**config.mk**
```make
export PLATFORM = sky130hd
export DESIGN_NAME = acr_channel
export DESIGN_NICKNAME = d
export VERILOG_FILES = /design/src/rtl/acr_pkg.sv /design/src/rtl/acr_format.sv /design/src/rtl/acr_channel.sv
export SDC_FILE = /design/constraint.sdc
export NUM_CORES = 1
export LEC_CHECK = 0
export ABC_CLOCK_PERIOD_IN_PS = 3250
export BUFFER_PORTS_ARGS = -buffer_cell sky130_fd_sc_hd__clkbuf_2
export CAP_MARGIN = 25
export CORE_MARGIN = 2
export CORE_UTILIZATION = 30
export CTS_CLUSTER_SIZE = 30
export DETAILED_ROUTE_END_ITERATION = 8
export GPL_TIMING_DRIVEN = 0
export PLACE_DENSITY = 0.6
export SLEW_MARGIN = 0
export SYNTH_ARGS = -nofsm -noshare
export SYNTH_HDL_FRONTEND = slang
export SYNTH_SLANG_ARGS = --single-unit
```
**constraint.sdc**
```tcl
create_clock -name core_clk -period 3.25 [get_ports core_clk]
set_clock_uncertainty 0.05 [all_clocks]
set_input_delay 0.325 -clock core_clk [delete_from_list [all_inputs] [get_ports core_clk]]
set_output_delay 0.325 -clock core_clk [all_outputs]
set_load 0.1 [all_outputs]
```
**src/rtl/acr_pkg.sv**
```systemverilog
// constants for the adc channel result and scan back end
// assumes a 32-bit apb slave, one aligned word per register
// How it works
// - two-bit priority field enables the channel interrupt and sets its level
// - flag sets on conversion done, or on compare condition in compare mode
// - flag clears when the controller dispatches the channel vector
// - writing one to flag bit clears it; zero leaves it
// - signed values are two's complement with msb as sign
// - low and high bytes form one 16-bit channel value
// - left adjusted: bits 11:4 in high byte, 3:0 in low byte upper nibble
// - right adjusted: bits 11:8 in high byte lower nibble
// - right adjusted: high upper nibble is sign copy when signed, else zero
// - 8-bit: high byte is bit seven copy when signed, else zero
// - right adjusted and 8-bit: bits 7:0 in low byte
// - scanning is on whenever count is nonzero
// - scan register and sequencing exist only for channel 0
// - effective positive select is base selection plus offset
// - offset increments per scanned conversion, wraps to zero at count
// - a scan covers count plus one inputs from base to base plus count
// - condition select: 00 complete, 01 below, 11 above, 10 reserved
package acr_pkg;
    // register index; one aligned word each, so byte address is four times it
    localparam int          IDX_CTRL     = 0;
    localparam int          IDX_MUX      = 1;
    localparam int          IDX_INTCTRL  = 2;
    localparam int          IDX_FLAG     = 3;
    localparam int          IDX_LOW      = 4;
    localparam int          IDX_HIGH     = 5;
    localparam int          IDX_SCAN     = 6;
    localparam int          IDX_CMP      = 7;
    localparam int          IDX_WORD     = 8;
    localparam logic [7:0]  OFS_CTRL     = 8'(IDX_CTRL * 4);
    localparam logic [7:0]  OFS_MUX      = 8'(IDX_MUX * 4);
    localparam logic [7:0]  OFS_INTCTRL  = 8'(IDX_INTCTRL * 4);
    localparam logic [7:0]  OFS_FLAG     = 8'(IDX_FLAG * 4);
    localparam logic [7:0]  OFS_LOW      = 8'(IDX_LOW * 4);
    localparam logic [7:0]  OFS_HIGH     = 8'(IDX_HIGH * 4);
    localparam logic [7:0]  OFS_SCAN     = 8'(IDX_SCAN * 4);
    localparam logic [7:0]  OFS_CMP      = 8'(IDX_CMP * 4);
    localparam logic [7:0]  OFS_WORD     = 8'(IDX_WORD * 4);
    localparam int          CTRL_SIGNED  = 0;
    localparam int          CTRL_RES_LO  = 1;
    localparam int          MUX_POS_LO   = 3;
    localparam int          LVL_LO       = 0;
    localparam int          MODE_LO      = 2;
    localparam int          SCAN_OFS_LO  = 4;
    localparam logic [7:0]  RST_BYTE     = 8'h00;
    localparam logic [15:0] RST_CMP      = 16'h0000;
    typedef enum logic [1:0] {
        ACR_RES_12R, ACR_RES_8, ACR_RES_12L, ACR_RES_RSVD
    } acr_res_t;
    typedef enum logic [1:0] {
        ACR_IM_DONE, ACR_IM_BELOW, ACR_IM_RSVD, ACR_IM_ABOVE
    } acr_im_t;
endpackage

```
**src/rtl/acr_format.sv**
```systemverilog
// result formatter: raw conversion value to low/high byte pair
// assumes a stable raw value and mode inputs
module acr_format (
    input  wire logic [11:0] raw,
    input  wire logic        is_signed,
    input  wire logic [1:0]  res_sel,
    output logic      [7:0]  value_low_byte,
    output logic      [7:0]  value_high_byte
);
    always_comb begin
        case (acr_pkg::acr_res_t'(res_sel))
            acr_pkg::ACR_RES_12L: begin
                value_high_byte = raw[11:4];
                value_low_byte  = {raw[3:0], 4'h0};
            end
            acr_pkg::ACR_RES_8: begin
                value_high_byte = is_signed ? {8{raw[7]}} : 8'h00;
                value_low_byte  = raw[7:0];
            end
            default: begin
                value_high_byte = {(is_signed ? {4{raw[11]}} : 4'h0),
                                   raw[11:8]};
                value_low_byte  = raw[7:0];
            end
        endcase
    end
endmodule

```
**src/rtl/acr_channel.sv**
```systemverilog
// one adc channel back end: flag, irq level, result bytes, input scan
// assumes an apb master and a converter that pulses conv_done with conv_value
//
// The APB slave port was left to the implementer.
module acr_channel #(
    parameter bit HAS_SCAN = 1'b1
) (
    input  wire logic        core_clk,
    input  wire logic        rst,
    input  wire logic        clk_en,
    input  wire logic        psel,
    input  wire logic        penable,
    input  wire logic        pwrite,
    input  wire logic [7:0]  paddr,
    input  wire logic [31:0] pwdata,
    input  wire logic [3:0]  pstrb,
    output logic      [31:0] prdata,
    output logic             pready,
    output logic             pslverr,
    input  wire logic        conv_done,
    input  wire logic [11:0] conv_value,
    input  wire logic        vector_ack,
    output logic      [1:0]  irq_priority_level,
    output logic             irq_req,
    output logic      [3:0]  positive_input_select
);
    logic [7:0]  ctrl;
    logic [7:0]  mux;
    logic [7:0]  intctrl;
    logic        flag;
    logic [7:0]  scan;
    logic [15:0] cmp;
    logic [11:0] raw;
    logic [7:0]  high_hold;
    logic [7:0]  fmt_low;
    logic [7:0]  fmt_high;
    logic [15:0] conversion_word;
    logic        set_cond;
    logic        clr_cond;
    logic        wr_acc;
    logic        rd_acc;
    logic        addr_ok;
    logic [3:0]  next_offset;
    logic [3:0]  scan_count;
    logic [3:0]  scan_offset;
    logic signed [15:0] fresh_word;

    acr_format u_fmt (
        .raw             (conv_value),
        .is_signed       (ctrl[acr_pkg::CTRL_SIGNED]),
        .res_sel         (ctrl[acr_pkg::CTRL_RES_LO +: 2]),
        .value_low_byte  (fmt_low),
        .value_high_byte (fmt_high)
    );

    acr_format u_fmt_held (
        .raw             (raw),
        .is_signed       (ctrl[acr_pkg::CTRL_SIGNED]),
        .res_sel         (ctrl[acr_pkg::CTRL_RES_LO +: 2]),
        .value_low_byte  (conversion_word[7:0]),
        .value_high_byte (conversion_word[15:8])
    );

    function automatic logic mapped(input logic [7:0] a);
        mapped = (a == acr_pkg::OFS_CTRL) || (a == acr_pkg::OFS_MUX)
              || (a == acr_pkg::OFS_INTCTRL) || (a == acr_pkg::OFS_FLAG)
              || (a == acr_pkg::OFS_LOW) || (a == acr_pkg::OFS_HIGH)
              || (a == acr_pkg::OFS_SCAN) || (a == acr_pkg::OFS_CMP)
              || (a == acr_pkg::OFS_WORD);
    endfunction

    assign addr_ok     = mapped(paddr);
    assign wr_acc      = clk_en && psel && penable && pready && pwrite && addr_ok && pstrb[0];
    assign rd_acc      = clk_en && psel && penable && pready && !pwrite && addr_ok;
    assign scan_count  = HAS_SCAN ? scan[3:0] : 4'h0;
    assign scan_offset = scan[acr_pkg::SCAN_OFS_LO +: 4];
    assign fresh_word  = {fmt_high, fmt_low};

    // compare works on the formatted 16-bit word, signed when converting signed
    always_comb begin
        logic below;
        logic above;
        below = ctrl[acr_pkg::CTRL_SIGNED] ? (fresh_word < $signed(cmp))
                                           : ({fmt_high, fmt_low} < cmp);
        above = ctrl[acr_pkg::CTRL_SIGNED] ? (fresh_word > $signed(cmp))
                                           : ({fmt_high, fmt_low} > cmp);
        case (acr_pkg::acr_im_t'(intctrl[acr_pkg::MODE_LO +: 2]))
            acr_pkg::ACR_IM_DONE:  set_cond = conv_done;
            acr_pkg::ACR_IM_BELOW: set_cond = conv_done && below;
            acr_pkg::ACR_IM_ABOVE: set_cond = conv_done && above;
            default:               set_cond = 1'b0;
        endcase
    end

    assign clr_cond = vector_ack
                   || (wr_acc && paddr == acr_pkg::OFS_FLAG && pwdata[0]);

    always_ff @(posedge core_clk) begin
        if (rst) begin
            flag <= 1'b0;
        end else if (clk_en) begin
            if (set_cond) begin
                flag <= 1'b1;
            end else if (clr_cond) begin
                flag <= 1'b0;
            end
        end
    end

    always_ff @(posedge core_clk) begin
        if (rst) begin
            irq_req            <= 1'b0;
            irq_priority_level <= 2'b00;
        end else if (clk_en) begin
            irq_priority_level <= intctrl[acr_pkg::LVL_LO +: 2];
            irq_req <= (intctrl[acr_pkg::LVL_LO +: 2] != 2'b00)
                    && (set_cond || (flag && !clr_cond));
        end
    end

    always_ff @(posedge core_clk) begin
        if (rst) begin
            ctrl    <= acr_pkg::RST_BYTE;
            mux     <= acr_pkg::RST_BYTE;
            intctrl <= acr_pkg::RST_BYTE;
            cmp     <= acr_pkg::RST_CMP;
        end else if (wr_acc) begin
            if (paddr == acr_pkg::OFS_CTRL) begin
                ctrl <= {5'h00, pwdata[2:0]};
            end else if (paddr == acr_pkg::OFS_MUX) begin
                mux <= {1'b0, pwdata[6:0]};
            end else if (paddr == acr_pkg::OFS_INTCTRL) begin
                intctrl <= {4'h0, pwdata[3:0]};
            end else if (paddr == acr_pkg::OFS_CMP) begin
                cmp <= pstrb[1] ? pwdata[15:0] : {cmp[15:8], pwdata[7:0]};
            end
        end
    end

    always_ff @(posedge core_clk) begin
        if (rst) begin
            raw <= 12'h000;
        end else if (clk_en && conv_done) begin
            raw <= conv_value;
        end
    end

    always_comb begin
        if (scan_offset == scan_count) begin
            next_offset = 4'h0;
        end else begin
            next_offset = scan_offset + 4'h1;
        end
    end

    always_ff @(posedge core_clk) begin
        if (rst) begin
            scan <= acr_pkg::RST_BYTE;
        end else if (clk_en && HAS_SCAN) begin
            if (wr_acc && paddr == acr_pkg::OFS_SCAN) begin
                scan <= pwdata[7:0];
            end else if (conv_done && scan_count != 4'h0) begin
                scan[acr_pkg::SCAN_OFS_LO +: 4] <= next_offset;
            end
        end
    end

    always_ff @(posedge core_clk) begin
        if (rst) begin
            positive_input_select <= 4'h0;
        end else if (clk_en) begin
            if (scan_count != 4'h0) begin
                positive_input_select <= 4'(mux[acr_pkg::MUX_POS_LO +: 4] + scan_offset);
            end else begin
                positive_input_select <= mux[acr_pkg::MUX_POS_LO +: 4];
            end
        end
    end

    always_ff @(posedge core_clk) begin
        if (rst) begin
            high_hold <= acr_pkg::RST_BYTE;
        end else if (rd_acc && paddr == acr_pkg::OFS_LOW) begin
            high_hold <= conversion_word[15:8];
        end
    end

    always_ff @(posedge core_clk) begin
        if (rst) begin
            pready  <= 1'b0;
            pslverr <= 1'b0;
            prdata  <= 32'h0000_0000;
        end else if (clk_en) begin
            pready  <= psel && !penable;
            pslverr <= psel && !penable && !mapped(paddr);
            prdata  <= 32'h0000_0000;
            if (psel && !penable && !pwrite) begin
                if (paddr == acr_pkg::OFS_CTRL) begin
                    prdata <= {24'h000000, ctrl};
                end else if (paddr == acr_pkg::OFS_MUX) begin
                    prdata <= {24'h000000, mux};
                end else if (paddr == acr_pkg::OFS_INTCTRL) begin
                    prdata <= {24'h000000, intctrl};
                end else if (paddr == acr_pkg::OFS_FLAG) begin
                    prdata <= {31'h0000_0000, flag};
                end else if (paddr == acr_pkg::OFS_LOW) begin
                    prdata <= {24'h000000, conversion_word[7:0]};
                end else if (paddr == acr_pkg::OFS_HIGH) begin
                    prdata <= {24'h000000, high_hold};
                end else if (paddr == acr_pkg::OFS_SCAN) begin
                    prdata <= HAS_SCAN ? {24'h000000, scan} : 32'h0000_0000;
                end else if (paddr == acr_pkg::OFS_CMP) begin
                    prdata <= {16'h0000, cmp};
                end else if (paddr == acr_pkg::OFS_WORD) begin
                    prdata <= {16'h0000, conversion_word};
                end
            end
        end
    end

    set_wins_a: assert property (@(posedge core_clk) disable iff (rst)
        clk_en && set_cond |=> flag)
        else $error("flag lost a set");
    ack_clears_a: assert property (@(posedge core_clk) disable iff (rst)
        clk_en && vector_ack && !set_cond |=> !flag)
        else $error("dispatch did not clear flag");
    w1c_zero_a: assert property (@(posedge core_clk) disable iff (rst)
        clk_en && wr_acc && paddr == acr_pkg::OFS_FLAG && !pwdata[0] && !vector_ack && flag
        |=> flag)
        else $error("zero write cleared flag");
    irq_follow_a: assert property (@(posedge core_clk) disable iff (rst)
        clk_en && flag && intctrl[1:0] == 2'b00 |=> !irq_req)
        else $error("irq raised while disabled");
    scan_step_a: assert property (@(posedge core_clk) disable iff (rst)
        clk_en && conv_done && scan_count != 4'h0 && !wr_acc && scan_offset == scan_count
        |=> scan_offset == 4'h0)
        else $error("offset failed to wrap");
    scan_sel_a: assert property (@(posedge core_clk) disable iff (rst)
        clk_en && scan_count != 4'h0 |=>
        positive_input_select == 4'($past(mux[6:3]) + $past(scan_offset)))
        else $error("wrong scanned select");
    left_fmt_a: assert property (@(posedge core_clk) disable iff (rst)
        ctrl[2:1] == 2'b10 |-> conversion_word[3:0] == 4'h0
        && conversion_word[15:8] == raw[11:4])
        else $error("left adjust layout wrong");
    sign_ext_a: assert property (@(posedge core_clk) disable iff (rst)
        ctrl[2:1] == 2'b01 && !ctrl[0] |-> conversion_word[15:8] == 8'h00)
        else $error("unsigned 8-bit high byte not zero");
    flag_rd_a: assert property (@(posedge core_clk) disable iff (rst)
        pready && !pwrite && paddr == acr_pkg::OFS_FLAG |-> prdata[31:1] == 31'h0)
        else $error("reserved flag bits nonzero");

    // flag and request against their conditions
    w1c_clear_a: assert property (@(posedge core_clk) disable iff (rst)
        clk_en && wr_acc && paddr == acr_pkg::OFS_FLAG && pwdata[0] && !set_cond |=> !flag)
        else $error("one write left flag set");
    flag_hold_a: assert property (@(posedge core_clk) disable iff (rst)
        clk_en && flag && !clr_cond |=> flag)
        else $error("flag dropped without a clear");
    flag_idle_a: assert property (@(posedge core_clk) disable iff (rst)
        clk_en && !flag && !set_cond |=> !flag)
        else $error("flag set without a condition");
    irq_on_a: assert property (@(posedge core_clk) disable iff (rst)
        clk_en && set_cond && intctrl[1:0] != 2'b00 |=> irq_req)
        else $error("enabled set raised no request");
    irq_off_a: assert property (@(posedge core_clk) disable iff (rst)
        clk_en && !flag && !set_cond |=> !irq_req)
        else $error("request without a flag");
    level_copy_a: assert property (@(posedge core_clk) disable iff (rst)
        clk_en |=> irq_priority_level == $past(intctrl[1:0]))
        else $error("priority level not forwarded");

    // compare modes, unsigned layouts
    mode_rsvd_a: assert property (@(posedge core_clk) disable iff (rst)
        clk_en && intctrl[3:2] == 2'b10 && !flag |=> !flag)
        else $error("reserved mode set the flag");
    below_set_a: assert property (@(posedge core_clk) disable iff (rst)
        clk_en && conv_done && intctrl[3:2] == 2'b01 && !ctrl[0]
        && {fmt_high, fmt_low} < cmp |=> flag)
        else $error("below condition missed");
    below_none_a: assert property (@(posedge core_clk) disable iff (rst)
        clk_en && conv_done && intctrl[3:2] == 2'b01 && !ctrl[0] && !flag
        && {fmt_high, fmt_low} >= cmp |=> !flag)
        else $error("below mode set on a high value");
    above_set_a: assert property (@(posedge core_clk) disable iff (rst)
        clk_en && conv_done && intctrl[3:2] == 2'b11 && !ctrl[0]
        && {fmt_high, fmt_low} > cmp |=> flag)
        else $error("above condition missed");
    above_none_a: assert property (@(posedge core_clk) disable iff (rst)
        clk_en && conv_done && intctrl[3:2] == 2'b11 && !ctrl[0] && !flag
        && {fmt_high, fmt_low} <= cmp |=> !flag)
        else $error("above mode set on a low value");

    // result layout and byte pairing
    left_low_a: assert property (@(posedge core_clk) disable iff (rst)
        ctrl[2:1] == 2'b10 |-> conversion_word[7:4] == raw[3:0])
        else $error("left adjust low nibble wrong");
    right_fmt_a: assert property (@(posedge core_clk) disable iff (rst)
        ctrl[2:1] == 2'b00 |-> conversion_word[11:0] == raw
        && conversion_word[15:12] == (ctrl[0] ? {4{raw[11]}} : 4'h0))
        else $error("right adjust layout wrong");
    eight_fmt_a: assert property (@(posedge core_clk) disable iff (rst)
        ctrl[2:1] == 2'b01 |-> conversion_word[7:0] == raw[7:0]
        && (!ctrl[0] || conversion_word[15:8] == {8{raw[7]}}))
        else $error("8-bit layout wrong");
    high_latch_a: assert property (@(posedge core_clk) disable iff (rst)
        rd_acc && paddr == acr_pkg::OFS_LOW |=> high_hold == $past(conversion_word[15:8]))
        else $error("high byte not latched");
    high_rd_a: assert property (@(posedge core_clk) disable iff (rst)
        clk_en && psel && !penable && !pwrite && paddr == acr_pkg::OFS_HIGH
        |=> prdata == {24'h000000, $past(high_hold)})
        else $error("high read not from latch");
    word_rd_a: assert property (@(posedge core_clk) disable iff (rst)
        clk_en && psel && !penable && !pwrite && paddr == acr_pkg::OFS_WORD
        |=> prdata == {16'h0000, $past(conversion_word)})
        else $error("word read wrong");
    pready_pulse_a: assert property (@(posedge core_clk) disable iff (rst)
        clk_en && pready |=> !pready)
        else $error("ready stood too long");

    // scan sequencing
    scan_inc_a: assert property (@(posedge core_clk) disable iff (rst)
        clk_en && conv_done && scan_count != 4'h0 && scan_offset != scan_count
        && !(wr_acc && paddr == acr_pkg::OFS_SCAN)
        |=> scan_offset == 4'($past(scan_offset) + 4'h1))
        else $error("offset failed to step");
    scan_keep_a: assert property (@(posedge core_clk) disable iff (rst)
        clk_en && !conv_done && !(wr_acc && paddr == acr_pkg::OFS_SCAN)
        |=> scan_offset == $past(scan_offset))
        else $error("offset moved without a conversion");
    no_scan_a: assert property (@(posedge core_clk) disable iff (rst)
        clk_en && scan_count == 4'h0 |=> positive_input_select == $past(mux[6:3]))
        else $error("select moved with scan off");

    done_cov_c: cover property (@(posedge core_clk) disable iff (rst) set_cond ##1 flag);
    ack_cov_c: cover property (@(posedge core_clk) disable iff (rst) flag && vector_ack);
    wrap_cov_c: cover property (@(posedge core_clk) disable iff (rst)
        conv_done && scan_count != 4'h0 && scan_offset == scan_count);
    left_cov_c: cover property (@(posedge core_clk) disable iff (rst)
        ctrl[2:1] == 2'b10 && conv_done);
    clear_cov_c: cover property (@(posedge core_clk) disable iff (rst)
        wr_acc && paddr == acr_pkg::OFS_FLAG && pwdata[0] && flag);
endmodule

```
==> impl_metrics.py, run 1 <==
metrics = {
    "clocking": {
        "cts_max_path_buffers": 2,
        "htreeDepth": 3,
        "cts_buffers": 9,
        "clkTransAtPathRegs_ns": 0.06,
        "clock-sinks": 84,
        "tritoncts": "built",
        "clk_latency_ns": 0.34,
        "clock_tree.root_cell": "clkbuf_16",
    },
    "detailed_routing": {
        "drcViolationCount": 0,
        "wire_per_inst_microns": 16.58,
        "via_count": 4879,
        "antenna_left": 0,
        "wirelength_microns": 15920,
        "drt_iter0_markers": 389,
        "vias_per_cell": 5.082,
        "drt_first_pass_iters": 5,
    },
    "power_and_ir_drop": {
        "p_clk_frac": 0.418,
        "p_int_mw": 1.677,
        "vdd_drop_max_v": 0.0002115,
        "power_density_nw_per_um2": 379.2,
        "p_seq_frac": 0.453,
        "swShare": 0.2761,
        "switchingPower_mw": 0.6396,
        "total_power_mw": 2.316,
        "pwr-share-comb": 0.130,
        "leakage_nw": 2.516,
    },
    "floorplan": {
        "dieArea_sq_um": 17660,
        "io_pins": 105,
        "fp.dieH_microns": 132.9,
        "core_area_sq_um": 16410,
        "initial_core_util": 0.3038,
        "num_rows": 47,
        "die_w_microns": 132.9,
    },
    "grt": {
        "grt_pass1_wl_microns": 24920,
        "antenna_found_initial": 0,
        "grt_max_degree": 17,
        "first_global_vias": 4713,
        "grt_usage": 0.1796,
        "overflow": 0,
    },
    "synthesis": {
        "async_flop_share": 0,
        "netlist_area_sq_um": 4985,
        "synth_area_leaders": "dfxtp_1 34%, mux2i_1 8.0%, a21oi_1 7.0%",
        "synthFlopType": "dfxtp_1",
        "synth_area_leader_cell": "dfxtp_1",
        "yosysWarnings": 0,
        "seq_area_frac_synth": 0.3373,
        "syn_area_per_cell_sq_um": 7.813,
        "ys_seq_elements": 84,
        "synth_top_area_frac": 0.3373,
        "synth_cell_types": 58,
        "syn_inst": 638,
        "synth_edf_count": 0,
    },
    "cells_and_area": {
        "postLayoutCoreUtil": 0.3723,
        "layout_commonest_cell": "nor2_1",
        "finalNetCount": 822,
        "drive_above_1_share": 0.1827,
        "final_area_sq_um": 6108,
        "syn_to_final_growth_pct": 22.54,
        "final_cell_mix": "84 x nor2_1, 83 x nand2_1, 82 x dfxtp_1",
        "fill_cells": 1749,
    },
    "worst_setup_path": {
        "cp_slowest_stage_delay_ns": 0.39,
        "endpoint_kind": "flip-flop",
        "cp_cell_sequence": "inv_1 > ha_4 > a31oi_4 > nor2_1 > nor2_1 > a221oi_2 > ha_1 > nand4_1 > nor4_4 > o21ai_2 > a31oi_4 > mux2i_4 > o21ai_0",
        "cp_max_fo": 4,
        "cp_data_required_time_ns": 3.42,
        "arrival_ns": 3.32,
        "r2r_slack_ns": 0.10,
        "crit_slowest_cell": "nor4_4",
        "worst_r2r_path_depth": 13,
        "cp-start-kind": "flip-flop",
        "critical_path_class": "flip-flop to flip-flop",
    },
    "flow_run": {
        "max_cap_viol_count": 0,
    },
    "outcome": {
        "status": "complete, no violations",
    },
    "sta": {
        "max_freq_mhz": 317.6,
        "worst_pin_slew_ns": 0.8888,
        "relSlewSlack": 0.3997,
        "tns_ns": 0,
        "post-route-worst-setup-slack_ns": 0.1016,
        "slew_viol_final": 0,
        "hold_violations": 0,
        "period_needed_ns": 3.148,
        "setup_viol": 0,
        "rsz0062_at_grt": "yes",
        "min_period_over_period": 0.9687,
    },
    "min_path": {
        "hold_class": "input port to flip-flop",
        "min_path_cells": 3,
    },
    "placed_design": {
        "port_buffers": 67,
        "place_area_sq_um": 5657,
        "gp_congestion": 0.9843,
        "dpl_worst_slack_ns": -0.9592,
        "hpwlAfterDp_microns": 12490,
    },
}
sequential cells by signal, summed over array words and instances, names as in the netlist:
name / count
cmp: 16
ctrl: 3
flag: 1
high_hold: 8
intctrl: 4
irq_priority_level: 2
irq_req: 1
mux: 7
positive_input_select: 4
prdata: 16
pready: 1
pslverr: 1
raw: 12
scan: 8
routing by layer:
| metal | global-route usage | up-vias | part of all wire |
|---|---|---|---|
| met5 | 0 | - | 0 |
| met4 | 0.09438 | 0 | 0.035 |
| met3 | 0.04023 | 35 | 0.064 |
| met2 | 0.2726 | 161 | 0.45 |
| met1 | 0.2380 | 2276 | 0.46 |
| li1 | - | 2407 | - |
metrics by stage:
| step | instances | hold slack, ns |
|---|---|---|
| finish | 960 | 0.1688 |
| global route | 959 | 0.1746 |
| CTS | 956 | 0.1628 |
| detailed placement | 941 | 0.4063 |
| global placement | 940 | 0.3968 |
| floorplan | 653 | 0.3863 |
worst paths after layout:
kind | start | endpoint
worst max-delay path | ctrl[2]$_SDFFE_PP0P_ | flag$_SDFFE_PP0P_
worst min-delay path | pwdata[8] | cmp[8]$_SDFFE_PP0P_
worst max register to register | ctrl[2]$_SDFFE_PP0P_ | flag$_SDFFE_PP0P_
worst min register to register | cmp[3]$_SDFFE_PP0P_ | cmp[3]$_SDFFE_PP0P_
synth_stat cells, types with 17 or more instances:
library cell / n
clkbuf_1: 28
buf_4: 17
nor2b_1: 23
nor2_1: 84
nand3_1: 20
mux2i_1: 40
a21oi_1: 70
dfxtp_1: 84
ha_1: 23
nand2_1: 83
inv_1: 26
o21ai_0: 18
final cells by class:
cell class                 instances  area (sq um)  share of cell area
multi-input combinational        495          3133              0.5129
sequential                        84          1689              0.2765
timing repair buffer              75         392.9             0.06432
tap                              220         275.3             0.04506
clock buffer                      13         260.3             0.04261
buffer                            42         226.5             0.03707
inverter                          27         107.6             0.01762
clock inverter                     3         21.27            0.003482
antenna                            1         2.502           0.0004097
power groups by stage:
stage	sequential, mW	combinational [mW]	clock, mW
after floorplan	1.09	0.192	0
after global placement	1.07	0.293	0
after detailed placement	1.07	0.293	0
after CTS	1.05	0.296	0.989
after global routing	1.05	0.321	1.03
final	1.05	0.301	0.967
critical path, delay by kind of cell (launching register included):
family / cells / cell delay, ns
fa+ha+maj: 2 / 0.54
compound gates: 5 / 0.78
simple gates: 4 / 0.84
flops: 1 / 0.38
mux: 1 / 0.34
buf+inv: 1 / 0.10
cell families (layout without fill, tap and decap cells):
| logic type | count (synthesis) | in the layout | share of synthesized area |
|---|---|---|---|
| and+or+nand+nor | 249 | 249 | 0.2342 |
| adders and majority gates | 24 | 24 | 0.06175 |
| DFF | 84 | 84 | 0.3373 |
| muxes | 47 | 47 | 0.09613 |
| other | 1 | 17 | 0.0007523 |
| buffers and inverters | 74 | 160 | 0.06877 |
| AOI/OAI and AO/OA | 152 | 152 | 0.1888 |
| xor gates and xnor gates | 7 | 7 | 0.01230 |
timing repair:
action / in CTS / in global routing
hold buffers: 0 / 0
pin swaps: 1 / 5
gates resized for setup: 14 / 14
setup buffers: 3 / 4
endpoints found under the setup margin: 2 / 2
No activity file was read; power rests on OpenSTA's default activity.
==> run 2, diff against run 1 <==
SETUP_SLACK_MARGIN = 0.4   (was not set)
==> run 2 against run 1 <==
Critical path depth rose by 1. Sequential share of layout area fell by 0.57 points. Register-to-register slack better by 0.15 ns. Setup slack improved by 0.15 ns. Power increased by 0.37%. Utilization is 0.67 points higher. Combinational power about the same. Critical endpoint is now irq_req$_SDFFE_PP0P_.
==> impl_metrics.py, run 2 (synthesis gave the netlist of run 1 again) <==
metrics = {
    "outcome": {
        "status": "complete, no violations",
    },
    "power_and_ir_drop": {
        "leakage_nw": 2.593,
        "power_density_nw_per_um2": 373.9,
        "total_power_mw": 2.325,
        "vdd_drop_max_v": 0.0002107,
    },
    "placed_design": {
        "port_buffers": 67,
        "dp.cells": 941,
        "gp_congestion": 0.9245,
        "hpwlAfterDp_microns": 12510,
        "place_area_sq_um": 5685,
        "dpl_worst_slack_ns": -0.3240,
    },
    "grt": {
        "grt_usage": 0.1799,
        "grt_max_degree": 14,
        "overflow": 0,
        "antenna_found_initial": 0,
        "first_global_vias": 4627,
        "grt_pass1_wl_microns": 24920,
    },
    "cells_and_area": {
        "top_regs": "cmp x16, prdata x16, raw x12",
        "final_cell_mix": "83 x nand2_1, 83 x nor2_1, 82 x dfxtp_1",
        "drive_above_1_share": 0.2011,
        "syn_to_final_growth_pct": 24.75,
        "fill_cells": 1740,
        "fin_cells": 971,
        "finalNetCount": 834,
        "final_area_sq_um": 6218,
        "n_antenna_cell": 0,
        "postLayoutCoreUtil": 0.3790,
    },
    "detailed_routing": {
        "drt_iter0_markers": 388,
        "vias_per_cell": 5.084,
        "wirelength_microns": 16160,
        "wire_per_inst_microns": 16.64,
        "antenna_left": 0,
        "drcViolationCount": 0,
        "via_count": 4937,
        "drt_first_pass_iters": 5,
    },
    "clocking": {
        "clock-sinks": 84,
        "clk_latency_ns": 0.34,
        "clock_tree.root_cell": "clkbuf_16",
        "htreeDepth": 3,
        "clkTransAtPathRegs_ns": 0.06,
        "tritoncts": "built",
        "cts_hold_buf": 0,
        "cts_buffers": 9,
        "cts_max_path_buffers": 2,
    },
    "worst_setup_path": {
        "worst_r2r_path_depth": 14,
        "cp_data_required_time_ns": 3.43,
        "cp_max_fo": 4,
        "endpoint_kind": "flip-flop",
        "critical_path_class": "flip-flop to flip-flop",
        "crit_end": "irq_req$_SDFFE_PP0P_",
        "arrival_ns": 3.17,
        "cp-start-kind": "flip-flop",
        "r2r-end": "irq_req$_SDFFE_PP0P_",
        "r2r_start": "ctrl[1]$_SDFFE_PP0P_",
        "r2r_slack_ns": 0.25,
        "setup.worst_path.start": "ctrl[1]$_SDFFE_PP0P_",
    },
    "floorplan": {
        "dieArea_sq_um": 17660,
        "core_area_sq_um": 16410,
        "num_rows": 47,
        "fp.dieH_microns": 132.9,
        "initial_core_util": 0.3038,
        "io_pins": 105,
        "die_w_microns": 132.9,
    },
    "flow_run": {
        "max_cap_viol_count": 0,
    },
    "sta": {
        "setup_viol": 0,
        "relSlewSlack": 0.3748,
        "max_freq_mhz": 333.7,
        "hold_slack_ns": 0.1676,
        "rsz0062_at_grt": "yes",
        "hold_violations": 0,
        "period_needed_ns": 2.996,
        "slew_viol_final": 0,
        "post-route-worst-setup-slack_ns": 0.2537,
        "tns_ns": 0,
        "min_period_over_period": 0.9219,
        "worst_pin_slew_ns": 0.9293,
    },
    "min_path": {
        "hold_class": "input port to flip-flop",
    },
}
==> run 2: timing repair <==
action                     CTS  global route
setup endpoints to repair    2             2
buffers inserted             8             6
gates resized for setup     18            16
pin swaps                   10            10
==> run 2: worst min-delay path by stage <==
stage,from,endpoint,cells past startpoint
final,pwdata[14],cmp[14]$_SDFFE_PP0P_,3
after global routing,pwdata[15],cmp[15]$_SDFFE_PP0P_,3
after CTS,pwdata[8],cmp[8]$_SDFFE_PP0P_,3
after detailed placement,cmp[3]$_SDFFE_PP0P_,cmp[3]$_SDFFE_PP0P_,2
after global placement,cmp[3]$_SDFFE_PP0P_,cmp[3]$_SDFFE_PP0P_,2
after floorplan,cmp[3]$_SDFFE_PP0P_,cmp[3]$_SDFFE_PP0P_,2
==> run 2: area by class of cell <==
| cell class | count | area [sq um] | share of cell area |
|---|---|---|---|
| plain buffers | 47 | 270.3 | 0.04346 |
| clock buffers | 13 | 260.3 | 0.04185 |
| clock inverters | 3 | 21.27 | 0.003421 |
| inverters | 27 | 103.9 | 0.01670 |
| multi-input cells | 495 | 3142 | 0.5052 |
| flip-flops and latches | 84 | 1684 | 0.2708 |
| well taps | 220 | 275.3 | 0.04427 |
| repair buffers | 82 | 461.7 | 0.07425 |
==> run 2: per-layer routing <==
layer	vias to the layer above	part of all wire	global-route usage
met5	-	0	0
met4	0	0.019	0.06810
met3	25	0.054	0.03563
met2	161	0.46	0.2896
met1	2326	0.47	0.2381
li1	2425	-	-
==> run 2: critical path, cell delays in order, from the launching register on <==
cell	delay [ns]
dfxtp_2	0.36
inv_4	0.05
ha_4	0.21
buf_8	0.12
buf_4	0.13
nor2_2	0.08
nor2_1	0.06
a221oi_2	0.17
ha_1	0.29
buf_4	0.16
nor4b_1	0.13
a311o_1	0.37
a31oi_4	0.25
mux2i_4	0.35
o31ai_2	0.09
==> run 2: power breakdown <==
part	switching (mW)	leakage (nW)	total, mW	internal, mW
combinational	0.224	1.78	0.304	0.0803
clock	0.411	0.136	0.971	0.560
sequential	0.0100	0.680	1.05	1.04
total	0.644	2.59	2.32	1.68
